$ cat src/acc_pkg.sv
// constants and carrier types for the converter correction and calibration registers
package acc_pkg;

    // ------------------------------------------------------------
    // register indices (byte address is four times the index)
    // ------------------------------------------------------------
    localparam logic [9:0] IDX_WIN_UPPER   = 10'h020;
    localparam logic [9:0] IDX_GAIN_TRIM   = 10'h024;
    localparam logic [9:0] IDX_OFFSET_TRIM = 10'h026;
    localparam logic [9:0] IDX_FACTORY     = 10'h028;
    localparam logic [9:0] IDX_DEBUG       = 10'h02A;
    localparam logic [9:0] IDX_CORR_CTRL   = 10'h02C;
    localparam logic [9:0] IDX_IRQ_STATUS  = 10'h02D;
    localparam logic [9:0] IDX_IRQ_MASK    = 10'h02E;

    // ------------------------------------------------------------
    // field layouts: writable masks
    // ------------------------------------------------------------
    localparam logic [15:0] MASK_WIN_UPPER   = 16'hFFFF;
    localparam logic [15:0] MASK_GAIN_TRIM   = 16'h0FFF;
    localparam logic [15:0] MASK_OFFSET_TRIM = 16'h0FFF;
    localparam logic [15:0] MASK_FACTORY     = 16'h07FF;
    localparam logic [15:0] MASK_DEBUG       = 16'h0001;
    localparam logic [15:0] MASK_CORR_CTRL   = 16'h0001;
    localparam logic [15:0] MASK_IRQ         = 16'h0003;

    localparam int BIAS_LSB      = 8;
    localparam int BIAS_MSB      = 10;
    localparam int LINEARITY_MSB = 7;
    localparam int RUN_HALT_BIT  = 0;
    localparam int CORR_ON_BIT   = 0;
    localparam int IRQ_RESULT    = 0;
    localparam int IRQ_WINDOW    = 1;

    // ------------------------------------------------------------
    // reset values and datapath constants
    // ------------------------------------------------------------
    localparam logic [15:0] RESET_WORD   = 16'h0000;
    localparam int          GAIN_FRAC    = 11;
    localparam logic [11:0] RESULT_MAX   = 12'hFFF;

    // ------------------------------------------------------------
    // carrier types
    // ------------------------------------------------------------
    typedef struct packed {
        logic        valid;
        logic [11:0] data;
    } acc_sample_t;

    typedef struct packed {
        logic        enable;
        logic [11:0] gain;
        logic [11:0] offset;
    } acc_corr_cfg_t;

    typedef struct packed {
        logic        valid;
        logic [15:0] data;
    } acc_result_t;

endpackage

$ cat src/acc_corr_path.sv
// gain and offset correction stage for one conversion result
`timescale 1ns/1ps
`default_nettype none

module acc_corr_path
(
    // clock and reset
    input  wire logic                  ref_clk,
    input  wire logic                  reset,
    // raw sample and trim settings
    input  wire acc_pkg::acc_sample_t  sample,
    input  wire acc_pkg::acc_corr_cfg_t cfg,
    // corrected result
    output acc_pkg::acc_result_t       result
);

    logic signed [13:0] diff;
    logic signed [26:0] prod;
    logic signed [15:0] scaled;
    logic        [11:0] corrected;

    // ------------------------------------------------------------
    // (raw - signed offset) * unsigned 1.11 gain, saturated
    // ------------------------------------------------------------
    always_comb
    begin
        diff   = $signed({2'b00, sample.data})
               - $signed({{2{cfg.offset[11]}}, cfg.offset});
        prod   = diff * $signed({1'b0, cfg.gain});
        scaled = prod[acc_pkg::GAIN_FRAC + 15 : acc_pkg::GAIN_FRAC];
        if (scaled < 0)
            corrected = 12'h000;
        else if (scaled > $signed({4'h0, acc_pkg::RESULT_MAX}))
            corrected = acc_pkg::RESULT_MAX;
        else
            corrected = scaled[11:0];
    end

    always_ff @(posedge ref_clk)
    begin
        if (reset)
        begin
            result <= '0;
        end
        else
        begin
            result.valid <= sample.valid;
            if (sample.valid)
            begin
                if (cfg.enable)
                    result.data <= {4'h0, corrected};
                else
                    result.data <= {4'h0, sample.data};
            end
        end
    end

endmodule

`default_nettype wire

$ cat src/acc_regs.sv
// correction, calibration and debug register block with window monitor and interrupt
//
// Behaviour
// - upper bound register limits window comparison
// - correction on applies gain trim
// - gain is unsigned 1.11, zero to just under two
// - correction on subtracts offset trim
// - offset trim is two's complement
// - unused trim bits read zero, read-only
// - debug mode halts converter unless run bit
// - run bit changes only while converter disabled
// - window hit flag set one cycle later
//
// Register access over APB was chosen for this implementation.
`timescale 1ns/1ps
`default_nettype none

module acc_regs
(
    // clock and reset
    input  wire logic                 ref_clk,
    input  wire logic                 reset,
    // apb slave
    input  wire logic                 psel,
    input  wire logic                 penable,
    input  wire logic                 pwrite,
    input  wire logic [11:0]          paddr,
    input  wire logic [31:0]          pwdata,
    input  wire logic [3:0]           pstrb,
    output logic      [31:0]          prdata,
    output logic                      pready,
    output logic                      pslverr,
    // converter side
    input  wire acc_pkg::acc_sample_t sample_in,
    input  wire logic                 conv_enabled,
    input  wire logic                 debug_mode,
    input  wire logic                 window_enable,
    output acc_pkg::acc_result_t      result,
    output logic                      conv_halt,
    output logic      [2:0]           bias_trim,
    output logic      [7:0]           linearity_trim,
    output logic                      window_hit_flag,
    // interrupt
    output logic                      irq
);

    // ------------------------------------------------------------
    // register state
    // ------------------------------------------------------------
    logic [15:0] window_upper_bound_q;
    logic [15:0] gain_trim_q;
    logic [15:0] offset_trim_q;
    logic [15:0] factory_trim_word_q;
    logic [15:0] debug_behaviour_q;
    logic [15:0] corr_ctrl_q;
    logic [15:0] irq_status_q;
    logic [15:0] irq_mask_q;

    logic        access;
    logic        wr_en;
    logic        rd_en;
    logic [9:0]  reg_idx;
    logic        addr_ok;
    logic [15:0] rd_word;
    logic [15:0] status_d;
    logic [1:0]  events;
    logic        window_match;
    logic        wr_ok;
    acc_pkg::acc_sample_t sample_gated;
    acc_pkg::acc_corr_cfg_t corr_cfg;

    // ------------------------------------------------------------
    // helper functions
    // ------------------------------------------------------------
    function automatic logic [15:0] merge16(input logic [15:0] old_v,
                                            input logic [31:0] wdata,
                                            input logic [3:0]  strb,
                                            input logic [15:0] mask);
        logic [15:0] v;
        v = old_v;
        if (strb[0])
            v[7:0] = wdata[7:0];
        if (strb[1])
            v[15:8] = wdata[15:8];
        return v & mask;
    endfunction

    function automatic logic hit(input logic [9:0] idx, input logic [9:0] want);
        return idx == want;
    endfunction

    // ------------------------------------------------------------
    // apb decode: one wait state, answer on second access cycle
    // ------------------------------------------------------------
    assign access  = psel & penable;
    assign wr_en   = access & pready & pwrite;
    assign rd_en   = access & ~pready & ~pwrite;
    assign reg_idx = paddr[11:2];

    always_comb
    begin
        addr_ok = 1'b1;
        rd_word = 16'h0000;
        if (paddr[1:0] != 2'b00)
            addr_ok = 1'b0;
        else if (hit(reg_idx, acc_pkg::IDX_WIN_UPPER))
            rd_word = window_upper_bound_q;
        else if (hit(reg_idx, acc_pkg::IDX_GAIN_TRIM))
            rd_word = gain_trim_q & acc_pkg::MASK_GAIN_TRIM;
        else if (hit(reg_idx, acc_pkg::IDX_OFFSET_TRIM))
            rd_word = offset_trim_q & acc_pkg::MASK_OFFSET_TRIM;
        else if (hit(reg_idx, acc_pkg::IDX_FACTORY))
            rd_word = factory_trim_word_q & acc_pkg::MASK_FACTORY;
        else if (hit(reg_idx, acc_pkg::IDX_DEBUG))
            rd_word = debug_behaviour_q;
        else if (hit(reg_idx, acc_pkg::IDX_CORR_CTRL))
            rd_word = corr_ctrl_q;
        else if (hit(reg_idx, acc_pkg::IDX_IRQ_STATUS))
            rd_word = irq_status_q;
        else if (hit(reg_idx, acc_pkg::IDX_IRQ_MASK))
            rd_word = irq_mask_q;
        else
            addr_ok = 1'b0;
    end

    // ------------------------------------------------------------
    // apb response registers
    // ------------------------------------------------------------
    always_ff @(posedge ref_clk)
    begin
        if (reset)
            pready <= 1'b0;
        else
            pready <= access & ~pready;
    end

    always_ff @(posedge ref_clk)
    begin
        if (reset)
            pslverr <= 1'b0;
        else
            pslverr <= access & ~pready & ~addr_ok;
    end

    always_ff @(posedge ref_clk)
    begin
        if (reset)
            prdata <= 32'h0000_0000;
        else if (rd_en)
            prdata <= {16'h0000, rd_word};
        else if (pready)
            prdata <= 32'h0000_0000;
    end

    // ------------------------------------------------------------
    // trim, threshold, control and mask registers, one process per register
    // ------------------------------------------------------------
    assign wr_ok = wr_en & addr_ok;

    always_ff @(posedge ref_clk)
    begin
        if (reset)
            window_upper_bound_q <= acc_pkg::RESET_WORD;
        else if (wr_ok && hit(reg_idx, acc_pkg::IDX_WIN_UPPER))
            window_upper_bound_q <= merge16(window_upper_bound_q, pwdata, pstrb,
                                            acc_pkg::MASK_WIN_UPPER);
    end

    always_ff @(posedge ref_clk)
    begin
        if (reset)
            gain_trim_q <= acc_pkg::RESET_WORD;
        else if (wr_ok && hit(reg_idx, acc_pkg::IDX_GAIN_TRIM))
            gain_trim_q <= merge16(gain_trim_q, pwdata, pstrb,
                                   acc_pkg::MASK_GAIN_TRIM);
    end

    always_ff @(posedge ref_clk)
    begin
        if (reset)
            offset_trim_q <= acc_pkg::RESET_WORD;
        else if (wr_ok && hit(reg_idx, acc_pkg::IDX_OFFSET_TRIM))
            offset_trim_q <= merge16(offset_trim_q, pwdata, pstrb,
                                     acc_pkg::MASK_OFFSET_TRIM);
    end

    always_ff @(posedge ref_clk)
    begin
        if (reset)
            factory_trim_word_q <= acc_pkg::RESET_WORD;
        else if (wr_ok && hit(reg_idx, acc_pkg::IDX_FACTORY))
            factory_trim_word_q <= merge16(factory_trim_word_q, pwdata, pstrb,
                                           acc_pkg::MASK_FACTORY);
    end

    always_ff @(posedge ref_clk)
    begin
        if (reset)
            corr_ctrl_q <= acc_pkg::RESET_WORD;
        else if (wr_ok && hit(reg_idx, acc_pkg::IDX_CORR_CTRL))
            corr_ctrl_q <= merge16(corr_ctrl_q, pwdata, pstrb,
                                   acc_pkg::MASK_CORR_CTRL);
    end

    always_ff @(posedge ref_clk)
    begin
        if (reset)
            irq_mask_q <= acc_pkg::RESET_WORD;
        else if (wr_ok && hit(reg_idx, acc_pkg::IDX_IRQ_MASK))
            irq_mask_q <= merge16(irq_mask_q, pwdata, pstrb, acc_pkg::MASK_IRQ);
    end

    assign bias_trim      = factory_trim_word_q[acc_pkg::BIAS_MSB:acc_pkg::BIAS_LSB];
    assign linearity_trim = factory_trim_word_q[acc_pkg::LINEARITY_MSB:0];

    // ------------------------------------------------------------
    // debug behaviour: run bit locked while converter enabled
    // ------------------------------------------------------------
    always_ff @(posedge ref_clk)
    begin
        if (reset)
            debug_behaviour_q <= acc_pkg::RESET_WORD;
        else if (wr_en && hit(reg_idx, acc_pkg::IDX_DEBUG) && !conv_enabled
                 && paddr[1:0] == 2'b00)
            debug_behaviour_q <= merge16(debug_behaviour_q, pwdata, pstrb,
                                         acc_pkg::MASK_DEBUG);
    end

    always_ff @(posedge ref_clk)
    begin
        if (reset)
            conv_halt <= 1'b0;
        else
            conv_halt <= debug_mode & ~debug_behaviour_q[acc_pkg::RUN_HALT_BIT];
    end

    // ------------------------------------------------------------
    // correction datapath; samples dropped while halted
    // ------------------------------------------------------------
    always_comb
    begin
        sample_gated       = sample_in;
        sample_gated.valid = sample_in.valid & ~conv_halt;
    end

    always_comb
    begin
        corr_cfg.enable = corr_ctrl_q[acc_pkg::CORR_ON_BIT];
        corr_cfg.gain   = gain_trim_q[11:0];
        corr_cfg.offset = offset_trim_q[11:0];
    end

    acc_corr_path u_corr
    (
        .ref_clk (ref_clk),
        .reset   (reset),
        .sample  (sample_gated),
        .cfg     (corr_cfg),
        .result  (result)
    );

    // ------------------------------------------------------------
    // window monitor: corrected result above upper bound
    // ------------------------------------------------------------
    assign window_match = window_enable & result.valid
                        & (result.data > window_upper_bound_q);

    // ------------------------------------------------------------
    // interrupt status: sticky, write one to clear, set wins
    // ------------------------------------------------------------
    assign events = {window_match, result.valid};

    always_comb
    begin
        status_d = irq_status_q;
        if (wr_en && addr_ok && hit(reg_idx, acc_pkg::IDX_IRQ_STATUS) && pstrb[0])
            status_d = status_d & ~pwdata[15:0];
        status_d = (status_d | {14'h0000, events}) & acc_pkg::MASK_IRQ;
    end

    always_ff @(posedge ref_clk)
    begin
        if (reset)
            irq_status_q <= acc_pkg::RESET_WORD;
        else
            irq_status_q <= status_d;
    end

    always_ff @(posedge ref_clk)
    begin
        if (reset)
            irq <= 1'b0;
        else
            irq <= |(status_d & irq_mask_q);
    end

    always_ff @(posedge ref_clk)
    begin
        if (reset)
            window_hit_flag <= 1'b0;
        else
            window_hit_flag <= status_d[acc_pkg::IRQ_WINDOW];
    end

endmodule

`default_nettype wire

$ cat config.mk
export PLATFORM = sky130hd
export DESIGN_NAME = acc_regs
export DESIGN_NICKNAME = d
export VERILOG_FILES = /design/src/acc_pkg.sv /design/src/acc_corr_path.sv /design/src/acc_regs.sv
export SDC_FILE = /design/constraint.sdc
export NUM_CORES = 1
export LEC_CHECK = 0
export BUFFER_PORTS_ARGS = -buffer_cell sky130_fd_sc_hd__buf_2
export CORE_MARGIN = 3
export CORE_UTILIZATION = 42
export DETAILED_ROUTE_END_ITERATION = 8
export GPL_TIMING_DRIVEN = 0
export PLACE_DENSITY = 0.68
export SLEW_MARGIN = 20
export SYNTH_ARGS = -nofsm -noshare
export SYNTH_HDL_FRONTEND = slang
export SYNTH_HIERARCHICAL = 1
export SYNTH_SLANG_ARGS = --single-unit
$ cat constraint.sdc
create_clock -name ref_clk -period 23.7 [get_ports ref_clk]
set_input_delay 3.555 -clock ref_clk [delete_from_list [all_inputs] [get_ports ref_clk]]
set_output_delay 3.555 -clock ref_clk [all_outputs]
set_load 0.02 [all_outputs]
* After elaboration in Yosys (flattened, before gate mapping)
Cells that the tools add are included.
Cells by class: $add $sub $neg 1, bitwise operators 20, muxes and demuxes 24, order comparisons 3, multiply operators 1, equality and inequality tests 8, reductions and logical operators 28
Operators with widths (count):
- 16-bit 2-to-1 mux | 9
- 10-bit by 6-bit equality test with 1-bit output, second input constant | 8
- 12-bit 2-to-1 mux | 3
- 14-bit by 13-bit multiplier with 27-bit output | 1
- 2-bit AND reduction | 11
- 16-bit by 13-bit greater-than comparator with 1-bit output, second input constant | 1
- 16-bit greater-than comparator | 1
- 16-bit by 1-bit < comparator with 1-bit output, second input constant | 1
- 16-bit OR reduction | 1
- 13-bit by 12-bit subtractor with 14-bit output | 1
- 1-bit logical AND | 12
- 1-bit AND | 11
- 1-bit 2-to-1 mux | 9
- 2-bit 2-to-1 mux | 3
- 1-bit inverter | 5
- 2-bit AND | 2
- 2-bit nonzero test | 2
- 2-bit zero test | 1
- 2-bit inverter | 1
- 2-bit bitwise OR | 1
- 1-bit zero test | 1
Storage, ports and cells: output and inout port bits 65, bits in registers 95

* Longest topological paths before layout
Gate-level depths: netlist (run 1).
word-level depth 17, mapped depth 33, mapped depth without buffers 31

* By module
The synthesis (run 1) kept the hierarchy.
Modules (own cells, without submodules):
- acc_corr_path | seq. area each 260.2 sq um, cells each 973, times used 1, area an instance 8114.0 sq um
- acc_regs | seq. area each 1541.5 sq um, cells each 434, times used 1, area an instance 3847.4 sq um

* Worst setup path before layout (run 1)
Ideal clock, no wire load.
path type input to register, start in sample_in[1] (netlist name), end reg u_corr/result[10] (netlist name), arrival 10.676 ns, data required time 23.614 ns, setup slack 12.938 ns, buffers on the path 4, library setup time 0.086 ns, stages 30, cell sequence ha_1 > nor2b_1 > o21ai_1 > a21boi_2 > o21ai_1 > a211oi_2 > nor3_1 > or3_1 > buf_2 > buf_6 > mux2_4 > fa_1 > clkbuf_1 > inv_1 > fa_1 > fa_1 > fa_1 > inv_1 > fa_1 > inv_1 > ha_1 > nand3_1 > nor2_1 > a221o_1 > a221o_1 > a31oi_2 > mux2i_2 > buf_6 > o32ai_1 > a211oi_1
On the way: word-level cells in the longest chain between the ends 6
Ends and longest elaborated chain:
- from (decl) | line acc_regs.sv:34 | input wire acc_pkg::acc_sample_t sample_in,
- 13-bit by 12-bit subtractor with 14-bit output * | line acc_corr_path.sv:28 | - $signed({{2{cfg.offset[11]}}, cfg.offset});
- 14-bit by 13-bit multiplier with 27-bit output * | line acc_corr_path.sv:29 | prod = diff * $signed({1'b0, cfg.gain});
- 16-bit by 13-bit greater-than comparator with 1-bit output | line acc_corr_path.sv:33 | else if (scaled > $signed({4'h0, acc_pkg::RESULT_MAX}))
- 12-bit 2-to-1 mux | line acc_corr_path.sv:33
- 12-bit 2-to-1 mux * | line acc_corr_path.sv:31 | if (scaled < 0)
- 12-bit 2-to-1 mux * | line acc_corr_path.sv:50 | if (cfg.enable)
Mark *: on every way between the ends. The rest lies on a longest branch, timed or not. A chain may end at the register's enable or synchronous reset.

* Worst setup path in the final report (run 1)
start in sample_in[1] (netlist name), end reg u_corr/result[10] (netlist name)
On the way: word-level cells in the longest chain between the ends 6
Ends and longest elaborated chain (line):
- 13-bit by 12-bit subtractor with 14-bit output * | acc_corr_path.sv:28
- 14-bit by 13-bit multiplier with 27-bit output * | acc_corr_path.sv:29
- 16-bit by 13-bit greater-than comparator with 1-bit output | acc_corr_path.sv:33
- 12-bit 2-to-1 mux | acc_corr_path.sv:33
- 12-bit 2-to-1 mux * | acc_corr_path.sv:31
- 12-bit 2-to-1 mux * | acc_corr_path.sv:50
Marked as above.

==> impl_metrics.ini, run 1 <==
[layout]
fin_util = 0.475
drive_above_1_share = 0.113
nets = 1843
final_cells = 1913
syn_to_final_growth_pct = 10.9

[setup_path]
critPathMaxFanout = 10
crit_type = in -> reg
cpPeakStageDelay_ns = 0.83
path_common_cell = fa_1
ff2ff_setup_slack_ns = 15.01
cp-start-kind = input pin
slowest_stage = fa_1
critPathCaptureType = register
rr_endpoint = u_corr/result[10]
crit_arrival_ns = 11.81
critPathBufInv = 7
critical_path_required_ns = 23.95
r2r_start = offset_trim_q[1]
r2r_cells = 30
cp_top_family = adder cells

[logic_synthesis]
synth.top_cell.area_share = 0.249
syn_area_mm2 = 0.0120
async_reset_ff_frac = 0
synth_common_cells = inv_1, fa_1, nand2_1, nor2_1, ha_1
synth_top_area_cell = fa_1
yosys.cell_count.top_type = inv_1
yosysSeqAreaShare = 0.151
avgSynthCellArea_um2 = 8.50
yosysWarnings = 6
yosys_register_bits = 90
synth_area_leaders = fa_1, dfxtp_1, ha_1
ys_types = 88
synthCells = 1407
ys.flop_type = dfxtp_1
synth_edf_count = 0

[timing]
fin_skew_ns = 0.0100
hold_violations = 0
max_freq_mhz = 86.5
drv_slew = 0
tightest_slew_ns = 0.918
relSlewSlack = 0.382
finalSetupTns_ns = 0
whs_ns = 0.461
period_needed_ns = 11.56
setup_violations = 0
fin_ws_ns = 12.14
rsz0062_at_grt = false
min_period_over_period = 0.488

[grt]
grt_pass1_wl_um = 55400
antenna_found_initial = 2
track_usage = 0.229
grt_pass1_vias = 10200
grt_max_degree = 16
overflow = 0

[route]
wl_um = 34600
wl_met3_um = 2560
ant_nets = 0
dr.pass1.iters = 5
dr.max_layer_used = met4
wl_met1_um = 15700
wl_per_cell_um = 18.1
initialDrtViolationCount = 864
via_per_inst = 5.33
dr_wl_met2_um = 15500
drc_errors = 0
via_count = 10200

[run]
cap_violations = 0

[place]
dp_cells = 1897
portBuffers = 94
routabilityCongestion = 0.955
dp_hpwl_um = 28600
place_ws_ns = 11.86

[power]
netSwitchingPower_mw = 0.105
leakagePower_nw = 6.30
p_int_mw = 0.254
vdd_drop_max_mv = 0.0344
combPwrFrac = 0.171
power.density_mw_per_mm2 = 27.1
clock_power_share = 0.397
pwr-share-seq = 0.432
sw_frac_of_total = 0.292

[clock_tree]
cts_sinks = 90
clockBufferDepth = 2
cts_htree_levels = 3
postCtsSetupRepairBufs = 0
ctsResizeCount = 0
worst_skew_pair.late_latency_ns = 0.35
cts_hold_buf = 0
cts_root_buf = clkbuf_16
clk_pin_slew_ns = 0.06
cts_tree = done
cts_made_buffers = 9

[die]
fp.dieArea_mm2 = 0.0305
die_y_um = 175
start_util = 0.428
io-pin-count = 134
design.core.area_mm2 = 0.0279
die_x_um = 175
core.rowCount = 61

[min_path]
hold-path-endpoint = prdata[1]
min_from = prdata[1]
hold_path_class = reg -> reg
min_path_cells = 1

[outcome]
status = finished, final reports clean
==> stage by stage <==
stage                     instance area (um^2)  power (mW)
final                                    13300       0.359
after floorplan                          12000       0.195
after global routing                     13300       0.373
after global placement                   13000       0.218
after detailed placement                 13000       0.218
after CTS                                13300       0.360
==> cell usage in the layout (no fill, tap or decap), drive strengths merged, types with 10 or more instances in the layout <==
cell | synthesis | final
nor2 | 103 | 103
fa | 149 | 149
clkbuf | 49 | 58
nand4 | 12 | 12
a21o | 10 | 10
a21oi | 66 | 66
nand2 | 128 | 128
nor2b | 24 | 24
mux2i | 57 | 57
and2 | 74 | 74
nand3 | 20 | 20
nor3 | 19 | 19
ha | 95 | 95
a22oi | 22 | 22
inv | 260 | 262
a211oi | 17 | 17
o21ai | 36 | 36
dfxtp | 90 | 90
buf | 26 | 120
xor2 | 11 | 11
mux2 | 10 | 10
a21boi | 10 | 10
xnor2 | 26 | 26
conb | 2 | 20
==> cell type report <==
type,count,area (um^2)
Inverter,260,976
Buffer,76,397
Tap cell,378,473
Multi-Input combinational cell,999,8850
Fill cell,2831,14700
Antenna cell,1,2.50
Clock buffer,9,225
Sequential cell,90,1800
Clock inverter,6,66.3
Timing Repair Buffer,94,470
==> kinds of logic (layout without fill, tap and decap cells) <==
| logic type | Yosys count | count (layout) | synth area share |
|---|---|---|---|
| compound gates | 211 | 211 | 0.123 |
| other cells | 2 | 21 | 0.000628 |
| buf+inv | 336 | 445 | 0.115 |
| mux | 67 | 67 | 0.0581 |
| xor+xnor | 37 | 37 | 0.0271 |
| flops | 90 | 90 | 0.151 |
| simple gates | 418 | 418 | 0.176 |
| fa+ha+maj | 246 | 246 | 0.350 |
==> power by group through the flow <==
stage               logic [mW]  registers, mW  clock network (mW)
floorplan               0.0344          0.160                   0
global placement        0.0594          0.159                   0
detailed placement      0.0598          0.159                   0
CTS                     0.0600          0.155               0.145
global route            0.0660          0.155               0.152
finish                  0.0614          0.155               0.142
==> registers in the layout (all words and copies together) (netlist names), 2 cells and up <==
signal / count
prdata: 16
u_corr/result: 13
irq_status_q: 2
factory_trim_word_q: 11
window_upper_bound_q: 16
gain_trim_q: 12
irq_mask_q: 2
offset_trim_q: 12
==> per-layer routing <==
layer	up-vias	GRT usage
li1	4737	-
met1	4992	0.327
met2	396	0.360
met3	64	0.0452
met4	0	0.0578
met5	-	0
==> how the worst max path moves through the flow <==
| stage | start | slack (ns) | endpoint | depth (start not counted) |
|---|---|---|---|---|
| floorplan | sample_in[1] | 12.94 | u_corr/result[10] | 30 |
| global placement | sample_in[1] | 11.94 | u_corr/result[0] | 29 |
| detailed placement | sample_in[1] | 11.86 | u_corr/result[4] | 31 |
| CTS | sample_in[1] | 12.21 | u_corr/result[10] | 29 |
| global route | sample_in[1] | 11.84 | u_corr/result[11] | 31 |
| finish | sample_in[1] | 12.14 | u_corr/result[10] | 30 |
(Power assumes the default switching activity.)
==> inputs of run 2 (changes only) <==
- ABC_AREA: unset -> 1
- PLACE_DENSITY: 0.68 -> 0.71
- clock period: 23.7 -> 9.5 ns (I/O delays scaled with it)
==> run 2 against run 1 <==
Net effect:
- total power grew to 2.7 times the previous value
- clock skew decreased by 0.0011 ns
- via count is 6.4% higher
- count of clock-buffer cells in the layout rose by 1
- design area is 1.3% higher
- non-clock buffer count is 17 lower
- die area increased by 0.87%
- core utilization rose by 0.36 points
==> impl_metrics.ini, run 2 <==
[grt]
grt_pass1_vias = 10800
antenna_found_initial = 0
grt_max_degree = 17
track_usage = 0.225
grt_pass1_wl_um = 55500
overflow = 0

[timing]
period_needed_ns = 8.15
finalSetupTns_ns = 0
rsz0062_at_grt = false
relSlewSlack = 0.416
setup_violations = 0
max_freq_mhz = 123
fin_skew_ns = 0.00894
min_period_over_period = 0.858
hold_violations = 0
drv_slew = 0
tightest_slew_ns = 0.874

[die]
core.rowCount = 61
fp.dieArea_mm2 = 0.0308
start_util = 0.430
design.core.area_mm2 = 0.0281
die_y_um = 176
die_x_um = 176
io-pin-count = 134

[layout]
final_common_cell = inv_1
nets = 2108
fillers = 2865
mostFrequentLayoutCells = inv_1, nand2_1, nor2_1, fa_1, buf_2
fin_util = 0.479
drive_above_1_share = 0.122
antenna_cells = 0
reg_top3 = prdata x16, window_upper_bound_q x16, u_corr/result x13
syn_to_final_growth_pct = 11.4

[clock_tree]
cts_sinks = 90
postCtsSetupRepairBufs = 0
cts_root_buf = clkbuf_16
cts_htree_levels = 3
cts_hold_buf = 0
cts_tree = done
cts_made_buffers = 9
clk_pin_slew_ns = 0.07
clockBufferDepth = 2
ctsResizeCount = 0
worst_skew_pair.late_latency_ns = 0.34

[setup_path]
r2r_cells = 36
crit_arrival_ns = 8.43
rr_endpoint = u_corr/result[4]
ff2ff_setup_slack_ns = 2.18
slowest_stage = fa_1
critical_path_required_ns = 9.78
cp_top_family = adder cells
crit_type = in -> reg
path_common_cell = nand2_1
critPathCaptureType = register
cpPeakStageDelay_ns = 0.82
cp-start-kind = input pin
r2r_start = offset_trim_q[5]
critPathMaxFanout = 10
critPathBufInv = 8

[logic_synthesis]
yosys_register_bits = 90
avgSynthCellArea_um2 = 7.22
synth_top_area_cell = fa_1
synth_area_leaders = fa_1, dfxtp_1, inv_1
synthCells = 1671
yosysWarnings = 6
async_reset_ff_frac = 0
synth_common_cells = inv_1, nand2_1, nor2_1, fa_1, a21oi_1
yosys.cell_count.top_type = inv_1
ys_types = 47
ys.flop_type = dfxtp_1
synth_edf_count = 0
synth.top_cell.area_share = 0.247
yosysSeqAreaShare = 0.149
syn_area_mm2 = 0.0121

[power]
leakagePower_nw = 6.95
finalPower_mw = 0.957
power.density_mw_per_mm2 = 71.2
vdd_drop_max_mv = 0.0857

[route]
via_count = 10800
wl_um = 34300
initialDrtViolationCount = 935
ant_nets = 0
drc_errors = 0
via_per_inst = 4.98
dr.pass1.iters = 7
wl_per_cell_um = 15.8

[place]
routabilityCongestion = 0.966
dp_hpwl_um = 29300
portBuffers = 95

[outcome]
status = finished, final reports clean

[min_path]
hold-path-endpoint = prdata[0]
min_from = prdata[0]
hold_path_class = reg -> reg
min_path_cells = 2

[run]
cap_violations = 0
## run 2: changes by cell type in the layout (fill, tap and decap cells not counted), moves of 16 or more
cell	before	now
inv_1	260	380
nor2b_1	24	0
or2_2	3	20
a21oi_1	64	101
a211oi_1	16	0
and2_1	74	0
o21ai_0	29	76
clkbuf_1	48	20
nor2_1	103	196
nand2_1	127	305
a22oi_1	22	0
mux2i_1	56	0
## run 2: tightest hold or removal path, stage by stage (launching register included)
cell,delay (ns)
dfxtp_1,0.31
nand2_1,0.06
a21oi_1,0.05
## run 2: kinds of logic (layout without fill, tap and decap cells)
kind of cell / after synthesis / in the layout / share of synthesized area
AO/OA/AOI/OAI: 236 / 236 / 0.113
XOR/XNOR: 30 / 30 / 0.0218
adder cells (fa/ha/maj): 244 / 244 / 0.346
buffers and inverters: 453 / 564 / 0.153
flip-flops: 90 / 90 / 0.149
other: 2 / 20 / 0.000622
AND/OR/NAND/NOR: 616 / 616 / 0.216
## run 2: worst max path at each step
stage	from	cells past startpoint	slack, ns	end
global placement	sample_in[2]	35	1.13	u_corr/result[4]
floorplan	sample_in[2]	32	1.99	u_corr/result[0]
CTS	sample_in[2]	36	1.33	u_corr/result[4]
detailed placement	sample_in[2]	34	0.98	u_corr/result[4]
finish	sample_in[2]	36	1.35	u_corr/result[4]
global route	sample_in[2]	36	0.75	u_corr/result[4]
## run 2: routing by layer
| metal | track usage | vias up | part of all wire |
|---|---|---|---|
| met4 | 0.0435 | 0 | 0.015 |
| li1 | - | 5279 | - |
| met1 | 0.316 | 5168 | 0.45 |
| met5 | 0 | - | 0 |
| met3 | 0.0480 | 43 | 0.078 |
| met2 | 0.361 | 349 | 0.46 |
## run 2: area by class of cell
cell class	instances	area (um^2)	share of cell area
inverters	395	1490	0.111
plain buffers	58	363	0.0270
repair buffers	95	475	0.0354
clock inverters	6	116	0.00866
clock buffers	10	239	0.0178
multi-input cells	1146	8480	0.631
well taps	378	473	0.0352
flip-flops and latches	90	1800	0.134
## run 2: power by group
| part | switching, mW | internal [mW] | total, mW |
|---|---|---|---|
| Sequential | 0.00736 | 0.382 | 0.390 |
| Combinational | 0.0968 | 0.0433 | 0.140 |
| Clock | 0.160 | 0.267 | 0.427 |
| Total | 0.264 | 0.693 | 0.957 |
## run 2: metrics by stage
step / instance area (um^2) / setup slack, ns / instances / hold WS [ns]
2_1_floorplan: 12100 / 1.99 / 1689 / 0.440
3_3_place_gp: 13100 / 1.13 / 2162 / 0.446
3_5_place_dp: 13100 / 0.982 / 2162 / 0.462
4_1_cts: 13400 / 1.33 / 2178 / 0.471
5_1_grt: 13400 / 0.754 / 2178 / 0.489
6_report: 13400 / 1.35 / 2178 / 0.467
==> inputs of run 3 (changes only) <==
- ABC_AREA: 1 -> 0
==> run 3 against run 2 <==
Net effect:
- sequential share of layout area increased by 0.071 points
- total power decreased by 4.7%
- hold slack got worse by 0.00089 ns
- maximum frequency decreased by 11%
- via count decreased by 6.0%
- design area decreased by 0.53%
- clock power decreased by 13%
- critical endpoint is now u_corr/result[8]
- largest cell class unchanged
- largest power group is now registers
==> impl_metrics.ini, run 3 (synthesized netlist as in run 1, its figures left out) <==
[outcome]
status = finished, final reports clean

[timing]
setup_violations = 0
relSlewSlack = 0.422
period_needed_ns = 9.12
hold_violations = 0
rsz0062_at_grt = false
min_period_over_period = 0.960
finalSetupTns_ns = 0
tightest_slew_ns = 0.860
fin_skew_ns = 0.00860
whs_ns = 0.466
drv_slew = 0
fin_ws_ns = 0.378
max_freq_mhz = 110

[route]
wl_um = 35100
wl_per_cell_um = 18.3
drc_errors = 0
via_count = 10200
via_per_inst = 5.31
dr.pass1.iters = 6
initialDrtViolationCount = 700
ant_nets = 0

[clock_tree]
cts_htree_levels = 3
clk_pin_slew_ns = 0.06
cts_tree = done
clockBufferDepth = 2
cts_sinks = 90
worst_skew_pair.late_latency_ns = 0.35
cts_made_buffers = 9
cts_root_buf = clkbuf_16

[grt]
antenna_found_initial = 2
grt_max_degree = 17
track_usage = 0.231
overflow = 0
grt_pass1_vias = 10400
grt_pass1_wl_um = 55900

[power]
netSwitchingPower_mw = 0.266
power.density_mw_per_mm2 = 68.2
clock_power_share = 0.408
combPwrFrac = 0.167
pwr-share-seq = 0.425
sw_frac_of_total = 0.292
vdd_drop_max_mv = 0.0812
finalPower_mw = 0.912
p_int_mw = 0.646
leakagePower_nw = 6.35

[layout]
reg_top3 = prdata x16, window_upper_bound_q x16, u_corr/result x13
final_cells = 1917
antenna_cells = 0
fillers = 2727
fin_area_mm2 = 0.0134
nets = 1847
mostFrequentLayoutCells = inv_1, fa_1, nand2_1, nor2_1, buf_2
drive_above_1_share = 0.123
fin_util = 0.479
final_common_cell = inv_1
syn_to_final_growth_pct = 11.8

[setup_path]
critPathMaxFanout = 10
ff2ff_setup_slack_ns = 1.10
r2r_start = offset_trim_q[1]
cpPeakStageDelay_ns = 0.67
crit_type = in -> reg
slowest_stage = fa_2
crit_arrival_ns = 9.38
path_common_cell = fa_1
critPathCaptureType = register
rr_endpoint = u_corr/result[8]
critical_path_required_ns = 9.76
cp-start-kind = input pin
r2r_cells = 30
startpoint = sample_in[1]
crit_end = u_corr/result[8]

[die]
start_util = 0.428
die_x_um = 175
core.rowCount = 61
fp.dieArea_mm2 = 0.0305
die_y_um = 175
io-pin-count = 134
design.core.area_mm2 = 0.0279

[place]
portBuffers = 94
placed_cell_area_mm2 = 0.0130
place_ws_ns = -0.160
dp_cells = 1897
dp_hpwl_um = 29100
routabilityCongestion = 0.933

[min_path]
hold_path_class = reg -> reg

[run]
cap_violations = 0
==> run 3: changes by cell type in the layout (fill, tap and decap cells not counted), moves of 14 or more <==
cell / previous run / this run
nor2b_1: 0 / 24
inv_1: 380 / 260
mux2i_1: 0 / 56
a22oi_1: 0 / 22
nor2_1: 196 / 103
o21ai_0: 76 / 29
a211oi_1: 0 / 16
xnor2_1: 12 / 26
and2_1: 0 / 74
a21oi_1: 101 / 63
nand3_1: 34 / 19
nand2_1: 305 / 127
or2_2: 20 / 3
clkbuf_1: 20 / 42
==> run 3: worst min path at each step <==
stage / startpoint / end / depth (start not counted)
after floorplan: debug_behaviour_q[0] / conv_halt / 1
after global routing: debug_behaviour_q[0] / conv_halt / 1
final: prdata[0] / prdata[0] / 2
after global placement: prdata[0] / prdata[0] / 2
after CTS: prdata[0] / prdata[0] / 2
after detailed placement: prdata[0] / prdata[0] / 2
==> run 3: metal layers <==
metal / vias up / track usage / wire (um)
met5: - / 0 / 0
met4: 0 / 0.0642 / 1060
met3: 69 / 0.0359 / 2700
met2: 415 / 0.370 / 15800
met1: 4970 / 0.326 / 15500
li1: 4734 / - / -
==> run 3: critical path, delay by kind of cell <==
kind	cells	cell delay [ns]
buf+inv	7	0.87
compound gates	11	2.40
fa+ha+maj	7	3.44
simple gates	3	0.58
mux	2	0.63
==> run 3: final cells by class <==
cell class	instances	area (um^2)	area share
plain buffers	75	402	0.0300
clock buffers	10	239	0.0179
clock inverters	6	75.1	0.00562
inverters	260	976	0.0730
multi-input cells	999	8890	0.665
flip-flops and latches	90	1800	0.135
well taps	378	473	0.0354
repair buffers	99	508	0.0380
==> run 3: repair_timing <==
action	4_1_cts	5_1_grt
setup buffers	0	5
endpoints found under the setup margin	0	12
gates resized for setup	0	21
hold buffers	0	0
==> run 3: power groups by stage <==
stage	Sequential (mW)	Clock, mW	Combinational (mW)
2_1_floorplan	0.399	0	0.0858
3_3_place_gp	0.396	0	0.145
3_5_place_dp	0.396	0	0.147
4_1_cts	0.388	0.374	0.148
5_1_grt	0.388	0.387	0.165
6_report	0.388	0.372	0.153
